### src/logic/dacl_pkg.sv
// Constants, register map and types for the parallel converter load controller
package dacl_pkg;

  // ------------------------------------------------------------
  // Clock and pin timing
  // ------------------------------------------------------------
  localparam int CLK_PERIOD_NS      = 10;
  localparam int LOAD_HIGH_MIN_NS   = 40;
  localparam int LOAD_LOW_MIN_NS    = 40;
  localparam int LOAD_SETUP_MIN_NS  = 10;
  localparam int BUS_WRITE_NS       = 40;
  localparam int BUS_READ_NS        = 60;
  localparam int CLEAR_PULSE_NS     = 100;
  localparam int WAKE_5V_NS         = 2500;
  localparam int WAKE_3V_NS         = 5000;

  // Least times round up, never below one cycle
  function automatic int ns_to_cyc_up(input int ns);
    int c;
    c = (ns + CLK_PERIOD_NS - 1) / CLK_PERIOD_NS;
    return (c < 1) ? 1 : c;
  endfunction

  localparam int LOAD_HIGH_CYC  = ns_to_cyc_up(LOAD_HIGH_MIN_NS);
  localparam int LOAD_LOW_CYC   = (ns_to_cyc_up(LOAD_LOW_MIN_NS) > ns_to_cyc_up(LOAD_SETUP_MIN_NS))
                                  ? ns_to_cyc_up(LOAD_LOW_MIN_NS) : ns_to_cyc_up(LOAD_SETUP_MIN_NS);
  localparam int BUS_WRITE_CYC  = ns_to_cyc_up(BUS_WRITE_NS);
  localparam int BUS_READ_CYC   = ns_to_cyc_up(BUS_READ_NS);
  localparam int CLEAR_CYC      = ns_to_cyc_up(CLEAR_PULSE_NS);
  localparam int WAKE_5V_CYC    = ns_to_cyc_up(WAKE_5V_NS);
  localparam int WAKE_3V_CYC    = ns_to_cyc_up(WAKE_3V_NS);
  localparam int TMR_W          = 10;

  // ------------------------------------------------------------
  // Register map (word index on the Avalon address)
  // ------------------------------------------------------------
  localparam int          ADDR_W       = 3;
  localparam logic [2:0]  ADDR_CTRL    = 3'h0;
  localparam logic [2:0]  ADDR_DATA    = 3'h1;
  localparam logic [2:0]  ADDR_CMD     = 3'h2;
  localparam logic [2:0]  ADDR_STATUS  = 3'h3;
  localparam logic [2:0]  ADDR_RDATA   = 3'h4;

  localparam int          WORD_W       = 16;
  localparam int          CTRL_W       = 6;
  localparam logic [5:0]  CTRL_RESET   = 6'h00;
  localparam logic [15:0] DATA_RESET   = 16'h0000;
  localparam int          CTRL_FMT_BIT    = 0;
  localparam int          CTRL_CLRLVL_BIT = 1;
  localparam int          CTRL_SLEEP_LO   = 2;
  localparam int          CTRL_SLEEP_HI   = 3;
  localparam int          CTRL_AUTOLD_BIT = 4;
  localparam int          CTRL_SUP5_BIT   = 5;
  localparam int          CMD_LOAD_BIT    = 0;
  localparam int          CMD_READ_BIT    = 1;
  localparam int          CMD_CLEAR_BIT   = 2;
  localparam int          STAT_BUSY_BIT   = 0;
  localparam int          STAT_WAKE_BIT   = 1;
  localparam int          STAT_RDV_BIT    = 2;

  typedef enum logic [2:0] {
    DACL_IDLE, DACL_CLEAR, DACL_WR, DACL_WR_END, DACL_LD_LOW, DACL_LD_HIGH, DACL_RD
  } dacl_seq_e;

endpackage

### src/logic/dacl_timer.sv
// Phase timer: loaded with a count, reports expiry when it reaches zero
`timescale 1ns/1ps
`default_nettype none
module dacl_timer
  import dacl_pkg::*;
#(
  parameter int W = TMR_W
) (
  input  wire logic         core_clk,
  input  wire logic         reset_n,
  input  wire logic         start,
  input  wire logic [W-1:0] load_val,
  output logic              expired
);

  logic [W-1:0] cnt_reg;
  logic [W-1:0] cnt_next;

  if (W < 2) begin : g_chk
    $error("dacl_timer: W must be at least 2");
  end

  always_comb begin
    cnt_next = cnt_reg;
    if (start) begin
      cnt_next = load_val;
    end else if (cnt_reg != '0) begin
      cnt_next = cnt_reg - 1'b1;
    end
  end

  always_ff @(posedge core_clk) begin
    if (!reset_n) begin
      cnt_reg <= '0;
    end else begin
      cnt_reg <= cnt_next;
    end
  end

  assign expired = (cnt_reg == '0);

endmodule
`default_nettype wire

### src/logic/dacl_wake_guard.sv
// Tracks the recovery time after the converter leaves a sleep mode
`timescale 1ns/1ps
`default_nettype none
module dacl_wake_guard
  import dacl_pkg::*;
(
  input  wire logic       core_clk,
  input  wire logic       reset_n,
  input  wire logic [1:0] sleep_mode,
  input  wire logic       supply_5v,
  output logic            wake_busy
);

  logic             asleep_reg;
  logic             asleep_next;
  logic [TMR_W-1:0] cnt_reg;
  logic [TMR_W-1:0] cnt_next;

  if (WAKE_3V_CYC >= (1 << TMR_W)) begin : g_chk
    $error("dacl_wake_guard: TMR_W too small for wake time");
  end

  // Waking takes longer on the low analog supply
  always_comb begin
    asleep_next = (sleep_mode != 2'h0);
    cnt_next    = cnt_reg;
    if (asleep_reg && !asleep_next) begin
      cnt_next = supply_5v ? TMR_W'(WAKE_5V_CYC) : TMR_W'(WAKE_3V_CYC);
    end else if (asleep_next) begin
      cnt_next = '0;
    end else if (cnt_reg != '0) begin
      cnt_next = cnt_reg - 1'b1;
    end
  end

  always_ff @(posedge core_clk) begin
    if (!reset_n) begin
      asleep_reg <= 1'b0;
      cnt_reg    <= '0;
    end else begin
      asleep_reg <= asleep_next;
      cnt_reg    <= cnt_next;
    end
  end

  assign wake_busy = (cnt_reg != '0);

endmodule
`default_nettype wire

### src/logic/dacl_host_ctrl.sv
// Host-side controller driving a 16-bit parallel converter from Avalon-MM registers
//
// Our own choices: register access over Avalon-MM and the register offsets.
`timescale 1ns/1ps
`default_nettype none
module dacl_host_ctrl
  import dacl_pkg::*;
#(
  parameter int DATA_W = WORD_W
) (
  input  wire logic              core_clk,
  input  wire logic              reset_n,
  // Avalon-MM slave
  input  wire logic [ADDR_W-1:0] avs_address,
  input  wire logic              avs_read,
  input  wire logic              avs_write,
  input  wire logic [31:0]       avs_writedata,
  input  wire logic [3:0]        avs_byteenable,
  output logic [31:0]            avs_readdata,
  output logic                   avs_waitrequest,
  // Converter pins
  output logic                   conv_cs_n,
  output logic                   conv_rw,
  output logic [DATA_W-1:0]      conv_data_out,
  output logic                   conv_data_oe,
  input  wire logic [DATA_W-1:0] conv_data_in,
  output logic                   output_load_strobe,
  output logic                   conv_clear_n,
  output logic                   clear_level_select,
  output logic                   sleep_sel_lo,
  output logic                   sleep_sel_hi,
  output logic                   code_format_sel
);

  if (DATA_W != WORD_W) begin : g_chk
    $error("dacl_host_ctrl: DATA_W must equal the converter word width");
  end

  // ------------------------------------------------------------
  // Helpers
  // ------------------------------------------------------------
  function automatic logic [31:0] be_merge(input logic [31:0] old_v, input logic [31:0] new_v,
                                           input logic [3:0] be);
    logic [31:0] r;
    r = old_v;
    for (int i = 0; i < 4; i++) begin
      if (be[i]) begin
        r[i*8 +: 8] = new_v[i*8 +: 8];
      end
    end
    return r;
  endfunction

  function automatic logic is_seq_addr(input logic [ADDR_W-1:0] a);
    return (a == ADDR_DATA) || (a == ADDR_CMD);
  endfunction

  // ------------------------------------------------------------
  // Declarations
  // ------------------------------------------------------------
  logic [CTRL_W-1:0] ctrl_reg;
  logic [CTRL_W-1:0] ctrl_next;
  logic [DATA_W-1:0] data_reg;
  logic [DATA_W-1:0] data_next;
  logic              waitreq_reg;
  logic              waitreq_next;
  logic [31:0]       readdata_reg;
  logic [31:0]       readdata_next;

  dacl_seq_e         state_reg;
  dacl_seq_e         state_next;
  logic              pend_wr_reg, pend_wr_next;
  logic              pend_ld_reg, pend_ld_next;
  logic              pend_rd_reg, pend_rd_next;
  logic              pend_clr_reg, pend_clr_next;
  logic              cs_n_reg, cs_n_next;
  logic              rw_reg, rw_next;
  logic [DATA_W-1:0] dout_reg, dout_next;
  logic              oe_reg, oe_next;
  logic              strobe_reg, strobe_next;
  logic              clr_n_reg, clr_n_next;
  logic [DATA_W-1:0] rword_reg, rword_next;
  logic              rvalid_reg, rvalid_next;

  logic              req;
  logic              busy;
  logic              grant;
  logic              commit_wr;
  logic              commit_rd;
  logic              tmr_start;
  logic [TMR_W-1:0]  tmr_val;
  logic              tmr_expired;
  logic              wake_busy;
  logic [31:0]       merged;

  assign req  = avs_read || avs_write;
  assign busy = pend_wr_reg || pend_ld_reg || pend_rd_reg || pend_clr_reg
                || (state_reg != DACL_IDLE);
  // Sequencer writes stall while a pin cycle is queued or running
  assign grant     = req && waitreq_reg && !(avs_write && is_seq_addr(avs_address) && busy);
  assign commit_wr = avs_write && !waitreq_reg;
  assign commit_rd = avs_read && !waitreq_reg;
  assign merged    = be_merge((avs_address == ADDR_CTRL) ? {26'h0, ctrl_reg} : {16'h0, data_reg},
                              avs_writedata, avs_byteenable);

  // ------------------------------------------------------------
  // Register slave
  // ------------------------------------------------------------
  always_comb begin
    ctrl_next     = ctrl_reg;
    data_next     = data_reg;
    waitreq_next  = !grant;
    readdata_next = readdata_reg;
    if (grant && avs_read) begin
      case (avs_address)
        ADDR_CTRL:   readdata_next = {26'h0, ctrl_reg};
        ADDR_DATA:   readdata_next = {16'h0, data_reg};
        ADDR_STATUS: readdata_next = {29'h0, rvalid_reg, wake_busy, busy};
        ADDR_RDATA:  readdata_next = {16'h0, rword_reg};
        default:     readdata_next = 32'h0;
      endcase
    end
    if (commit_wr) begin
      case (avs_address)
        ADDR_CTRL: ctrl_next = merged[CTRL_W-1:0];
        ADDR_DATA: data_next = merged[DATA_W-1:0];
        default:   ctrl_next = ctrl_reg;
      endcase
    end
  end

  always_ff @(posedge core_clk) begin
    if (!reset_n) begin
      ctrl_reg     <= CTRL_RESET;
      data_reg     <= DATA_RESET;
      waitreq_reg  <= 1'b1;
      readdata_reg <= 32'h0;
    end else begin
      ctrl_reg     <= ctrl_next;
      data_reg     <= data_next;
      waitreq_reg  <= waitreq_next;
      readdata_reg <= readdata_next;
    end
  end

  // ------------------------------------------------------------
  // Pin sequencer
  // ------------------------------------------------------------
  always_comb begin
    state_next    = state_reg;
    pend_wr_next  = pend_wr_reg;
    pend_ld_next  = pend_ld_reg;
    pend_rd_next  = pend_rd_reg;
    pend_clr_next = pend_clr_reg;
    cs_n_next     = cs_n_reg;
    rw_next       = rw_reg;
    dout_next     = dout_reg;
    oe_next       = oe_reg;
    strobe_next   = strobe_reg;
    clr_n_next    = clr_n_reg;
    rword_next    = rword_reg;
    rvalid_next   = rvalid_reg;
    tmr_start     = 1'b0;
    tmr_val       = '0;
    if (commit_rd && (avs_address == ADDR_RDATA)) begin
      rvalid_next = 1'b0;
    end
    case (state_reg)
      DACL_IDLE: begin
        // New pin cycles wait out the wake time after sleep; they are not held while a sleep mode is set
        if (!wake_busy) begin
          if (pend_clr_reg) begin
            pend_clr_next = 1'b0;
            clr_n_next    = 1'b0;
            tmr_start     = 1'b1;
            tmr_val       = TMR_W'(CLEAR_CYC - 1);
            state_next    = DACL_CLEAR;
          end else if (pend_wr_reg) begin
            pend_wr_next = 1'b0;
            cs_n_next    = 1'b0;
            rw_next      = 1'b0;
            dout_next    = data_reg;
            oe_next      = 1'b1;
            tmr_start    = 1'b1;
            tmr_val      = TMR_W'(BUS_WRITE_CYC - 1);
            state_next   = DACL_WR;
          end else if (pend_ld_reg) begin
            pend_ld_next = 1'b0;
            tmr_start    = 1'b1;
            tmr_val      = TMR_W'(LOAD_LOW_CYC - 1);
            state_next   = DACL_LD_LOW;
          end else if (pend_rd_reg) begin
            pend_rd_next = 1'b0;
            cs_n_next    = 1'b0;
            rw_next      = 1'b1;
            oe_next      = 1'b0;
            tmr_start    = 1'b1;
            tmr_val      = TMR_W'(BUS_READ_CYC - 1);
            state_next   = DACL_RD;
          end
        end
      end
      DACL_CLEAR: begin
        if (tmr_expired) begin
          clr_n_next = 1'b1;
          state_next = DACL_IDLE;
        end
      end
      DACL_WR: begin
        if (tmr_expired) begin
          cs_n_next  = 1'b1;
          state_next = DACL_WR_END;
        end
      end
      DACL_WR_END: begin
        // Data held one cycle past the select release
        oe_next    = 1'b0;
        rw_next    = 1'b1;
        state_next = DACL_IDLE;
      end
      DACL_LD_LOW: begin
        // Low phase also covers the data setup before the rising edge
        if (tmr_expired) begin
          strobe_next = 1'b1;
          tmr_start   = 1'b1;
          tmr_val     = TMR_W'(LOAD_HIGH_CYC - 1);
          state_next  = DACL_LD_HIGH;
        end
      end
      DACL_LD_HIGH: begin
        if (tmr_expired) begin
          strobe_next = 1'b0;
          state_next  = DACL_IDLE;
        end
      end
      DACL_RD: begin
        if (tmr_expired) begin
          rword_next  = conv_data_in;
          rvalid_next = 1'b1;
          cs_n_next   = 1'b1;
          state_next  = DACL_IDLE;
        end
      end
      default: begin
        state_next = DACL_IDLE;
      end
    endcase
    if (commit_wr && (avs_address == ADDR_DATA)) begin
      pend_wr_next = 1'b1;
      pend_ld_next = ctrl_reg[CTRL_AUTOLD_BIT];
    end
    if (commit_wr && (avs_address == ADDR_CMD)) begin
      pend_ld_next  = avs_byteenable[0] && avs_writedata[CMD_LOAD_BIT];
      pend_rd_next  = avs_byteenable[0] && avs_writedata[CMD_READ_BIT];
      pend_clr_next = avs_byteenable[0] && avs_writedata[CMD_CLEAR_BIT];
    end
  end

  always_ff @(posedge core_clk) begin
    if (!reset_n) begin
      state_reg    <= DACL_IDLE;
      pend_wr_reg  <= 1'b0;
      pend_ld_reg  <= 1'b0;
      pend_rd_reg  <= 1'b0;
      pend_clr_reg <= 1'b0;
      cs_n_reg     <= 1'b1;
      rw_reg       <= 1'b1;
      dout_reg     <= DATA_RESET;
      oe_reg       <= 1'b0;
      strobe_reg   <= 1'b0;
      clr_n_reg    <= 1'b1;
      rword_reg    <= DATA_RESET;
      rvalid_reg   <= 1'b0;
    end else begin
      state_reg    <= state_next;
      pend_wr_reg  <= pend_wr_next;
      pend_ld_reg  <= pend_ld_next;
      pend_rd_reg  <= pend_rd_next;
      pend_clr_reg <= pend_clr_next;
      cs_n_reg     <= cs_n_next;
      rw_reg       <= rw_next;
      dout_reg     <= dout_next;
      oe_reg       <= oe_next;
      strobe_reg   <= strobe_next;
      clr_n_reg    <= clr_n_next;
      rword_reg    <= rword_next;
      rvalid_reg   <= rvalid_next;
    end
  end

  // ------------------------------------------------------------
  // Submodules
  // ------------------------------------------------------------
  dacl_timer #(
    .W        (TMR_W)
  ) u_phase_timer (
    .core_clk (core_clk),
    .reset_n  (reset_n),
    .start    (tmr_start),
    .load_val (tmr_val),
    .expired  (tmr_expired)
  );

  dacl_wake_guard u_wake_guard (
    .core_clk   (core_clk),
    .reset_n    (reset_n),
    .sleep_mode ({ctrl_reg[CTRL_SLEEP_HI], ctrl_reg[CTRL_SLEEP_LO]}),
    .supply_5v  (ctrl_reg[CTRL_SUP5_BIT]),
    .wake_busy  (wake_busy)
  );

  // ------------------------------------------------------------
  // Outputs, all straight from flip-flops
  // ------------------------------------------------------------
  assign avs_readdata       = readdata_reg;
  assign avs_waitrequest    = waitreq_reg;
  assign conv_cs_n          = cs_n_reg;
  assign conv_rw            = rw_reg;
  assign conv_data_out      = dout_reg;
  assign conv_data_oe       = oe_reg;
  assign output_load_strobe = strobe_reg;
  assign conv_clear_n       = clr_n_reg;
  assign clear_level_select = ctrl_reg[CTRL_CLRLVL_BIT];
  assign sleep_sel_lo       = ctrl_reg[CTRL_SLEEP_LO];
  assign sleep_sel_hi       = ctrl_reg[CTRL_SLEEP_HI];
  assign code_format_sel    = ctrl_reg[CTRL_FMT_BIT];

endmodule
`default_nettype wire

### config.mk
export PLATFORM = sky130hd
export DESIGN_NAME = dacl_host_ctrl
export DESIGN_NICKNAME = d
export VERILOG_FILES = /design/src/logic/dacl_pkg.sv /design/src/logic/dacl_timer.sv /design/src/logic/dacl_wake_guard.sv /design/src/logic/dacl_host_ctrl.sv
export SDC_FILE = /design/constraint.sdc
export NUM_CORES = 1
export LEC_CHECK = 0
export ABC_AREA = 1
export ABC_CLOCK_PERIOD_IN_PS = 6210
export CAP_MARGIN = 20
export CORE_ASPECT_RATIO = 1.2
export CORE_UTILIZATION = 50
export CTS_CLUSTER_SIZE = 40
export DETAILED_ROUTE_END_ITERATION = 8
export DONT_BUFFER_PORTS = 1
export GPL_ROUTABILITY_DRIVEN = 0
export GPL_TIMING_DRIVEN = 0
export PLACE_DENSITY = 0.77
export SLEW_MARGIN = 20
export SYNTH_ARGS = -nofsm -noshare
export SYNTH_HDL_FRONTEND = slang
export SYNTH_HIERARCHICAL = 1
export SYNTH_SLANG_ARGS = --single-unit
### constraint.sdc
create_clock -name core_clk -period 6.21 [get_ports core_clk]
set_input_delay 0 -clock core_clk [delete_from_list [all_inputs] [get_ports core_clk]]
set_output_delay 0 -clock core_clk [all_outputs]
set_load 0.01 [all_outputs]
==> results.sh <==
export IMPL_status="finished, final reports clean"
export IMPL_syn_inst=764
export IMPL_grt_start_max_net_pins=20
export IMPL_clockBufferDepth=2
export IMPL_synthTopCellsByArea="dfxtp_1 41%, nand2_1 12%, nor2_1 11%"
export IMPL_fp_dieH_um=114
export IMPL_cts_max_level=3
export IMPL_hold_depth=3
export IMPL_dr_pass1_iters=5
export IMPL_dieArea_sq_um=10800
export IMPL_track_usage_pct=27.2
export IMPL_synth_top_cell_area_share_pct=40.6
export IMPL_r2r_end="u_phase_timer/cnt_reg[0]"
export IMPL_fin_crit_ps=2850
export IMPL_path_class="flop to flop"
export IMPL_min_path_type="primary input to flop"
export IMPL_cp_start_kind="flop"
export IMPL_power_density_nw_per_um2=359
export IMPL_maxSlewViolCount=0
export IMPL_fill_cells=883
export IMPL_netlist_area_sq_um=5180
export IMPL_path_delay_family="simple AND/OR/NAND/NOR gates"
export IMPL_cpPeakStageDelay_ps=440
export IMPL_holdPathEnd="data_reg[15]"
export IMPL_num_vias=5120
export IMPL_hold_viol_final=0
export IMPL_rsz0062_at_grt="no"
export IMPL_critPathMaxFanout=10
export IMPL_async_flop_share_pct=0
export IMPL_tritoncts="yes"
export IMPL_dp_hpwl_um=10200
export IMPL_die_width_um=94.9
export IMPL_nNetsFinal=902
export IMPL_synth_seq_area_share_pct=40.6
export IMPL_cts_buffers=9
export IMPL_r2r_slack_ps=3360
export IMPL_timing_slew_headroom_pct=61.1
export IMPL_seq_area_sq_um=2100
export IMPL_postRouteAntennaNets=0
export IMPL_crit_slowest_cell="o21ai_0"
export IMPL_r2r_start="u_wake_guard/cnt_reg[0]"
export IMPL_end_kind="flop"
export IMPL_ir_drop_mv=0.202
export IMPL_syn_avg_cell_area_sq_um=6.78
export IMPL_critPathBufInv=3
export IMPL_via_per_inst=5.27
export IMPL_ys_warn_count=6
export IMPL_ys_flop_type="dfxtp_1"
export IMPL_cp_arrival_ps=3100
export IMPL_multi_input_area_sq_um=2580
export IMPL_io_pins=117
export IMPL_root_buffer="clkbuf_16"
export IMPL_insertedDiodeCount=0
export IMPL_grt_pass1_wl_um=22700
export IMPL_crit_required_ps=6460
export IMPL_synthDistinctLibCells=34
export IMPL_fin_cells=972
export IMPL_finalSetupViolCount=0
export IMPL_timing_final_crit_share_pct=45.9
export IMPL_clkSinkCount=105
export IMPL_clock_skew_ps=8.55
export IMPL_cp_cell_sequence="inv_1 -> ha_1 -> nand2_2 -> nor2_4 -> nand3_1 -> nor2_4 -> inv_1 -> o21ai_0 -> clkbuf_1 -> o21ai_0 -> nand2_1 -> a21oi_1"
export IMPL_tns_ps=0
export IMPL_min_from="reset_n"
export IMPL_insertion_delay_ps=350
export IMPL_initialDrtViolationCount=326
export IMPL_drive_gt1_share_pct=10.8
export IMPL_area_growth_pct=18.8
export IMPL_synth_largest_area_cell="dfxtp_1"
export IMPL_drc=0
export IMPL_cts_hold_buf=45
export IMPL_worst_pin_slew_ps=579
export IMPL_leakage_nw=2.82
export IMPL_clkSlewWorstSetupHoldPaths_ps=70
export IMPL_drt_total_wl_um=14200
export IMPL_synth_common_cells="160 x nand2_1, 149 x nor2_1, 105 x dfxtp_1"
export IMPL_wl_per_cell_um=14.6
export IMPL_synth_seq_cells=105
export IMPL_post_cts_resized=0
export IMPL_timing_fmax_mhz=351
export IMPL_antenna_found_initial=0
export IMPL_grt_overflow=0
export IMPL_drv_cap=0
export IMPL_reg2reg_depth=12
export IMPL_yosys_cell_count_top_type="nand2_1"
export IMPL_coreArea_sq_um=10100
export IMPL_synth_edf_count=0
export IMPL_hold_ws_ps=7.36
export IMPL_port_buffers=0
export IMPL_dp_cells=911
export IMPL_initial_utilization_pct=51.5
export IMPL_rows=40
export IMPL_grt_pass1_vias=4922
export IMPL_cts_setup_buffers=0
## worst min-delay path: cells and delay by family
kind | cells | cell delay (ps)
buf+inv | 1 | 160
compound gates | 2 | 150
## metal layers
metal  GRT usage [%]  part of all wire, %  routed length, um
met4            16.9                  4.9                692
met1            28.7                   37               5260
met5               0                    0                  0
met3            5.93                  6.7                956
met2            48.3                   51               7270
## through the flow
stage	util (%)	power (W)	cell area, sq um	setup WS (ps)
2_1_floorplan	-	0.00148	5260	3910
3_5_place_dp	53.8	0.00163	5420	3390
3_3_place_gp	53.8	0.00160	5420	3470
4_1_cts	61.2	0.00221	6150	3390
6_report	61.2	0.00221	6150	3360
5_1_grt	61.2	0.00236	6150	3130
## final cells by class
cell class	count	area share [%]
multi-input cells	554	41.9
flip-flops and latches	105	34.2
repair buffers	45	7.32
inverters	90	5.49
plain buffers	36	3.86
clock buffers	9	3.66
well taps	126	2.56
clock inverters	7	0.996
## cells by family after synthesis
| kind of cell | count (synthesis) | share of synthesized area (%) |
|---|---|---|
| xor+xnor | 1 | 0.169 |
| simple gates | 391 | 33.5 |
| buf+inv | 126 | 11.1 |
| fa+ha+maj | 2 | 0.483 |
| other cells | 1 | 0.0724 |
| flops | 105 | 40.6 |
| compound gates | 138 | 14.1 |
## where the power goes
part | switching, W | internal (W) | total (W)
logic | 0.000531 | 0.000291 | 0.000822
registers | 0.0000890 | 0.000757 | 0.000846
clock network | 0.000264 | 0.000279 | 0.000543
## cell usage in the layout (no fill, tap or decap), types with 4 or more instances in the layout
master / Yosys / routed
a21oi_1: 42 / 42
a21oi_2: 4 / 4
buf_2: 4 / 4
buf_4: 18 / 18
buf_6: 4 / 4
clkbuf_1: 8 / 8
clkbuf_16: 0 / 9
conb_1: 1 / 22
dfxtp_1: 105 / 105
dlygate4sd3_1: 0 / 45
inv_1: 76 / 76
inv_2: 14 / 14
nand2_1: 160 / 160
nand2_2: 7 / 7
nand3_1: 33 / 33
nand4_1: 10 / 10
nor2_1: 149 / 149
nor2_2: 9 / 9
nor2_4: 8 / 8
nor3_1: 4 / 4
o211ai_1: 5 / 5
o21ai_0: 70 / 70
o21ai_1: 12 / 12
## worst max-delay path by stage
stage	endpoint	startpoint	slack, ps	cells past startpoint
6_report	u_phase_timer/cnt_reg[0]	u_wake_guard/cnt_reg[0]	3360	12
5_1_grt	u_phase_timer/cnt_reg[2]	u_phase_timer/cnt_reg[0]	3130	12
4_1_cts	u_phase_timer/cnt_reg[0]	u_wake_guard/cnt_reg[0]	3390	12
3_5_place_dp	u_phase_timer/cnt_reg[0]	u_wake_guard/cnt_reg[0]	3390	12
3_3_place_gp	u_phase_timer/cnt_reg[0]	u_wake_guard/cnt_reg[0]	3470	12
2_1_floorplan	u_phase_timer/cnt_reg[0]	u_wake_guard/cnt_reg[0]	3910	12
No activity file was read; power rests on OpenSTA's default activity.
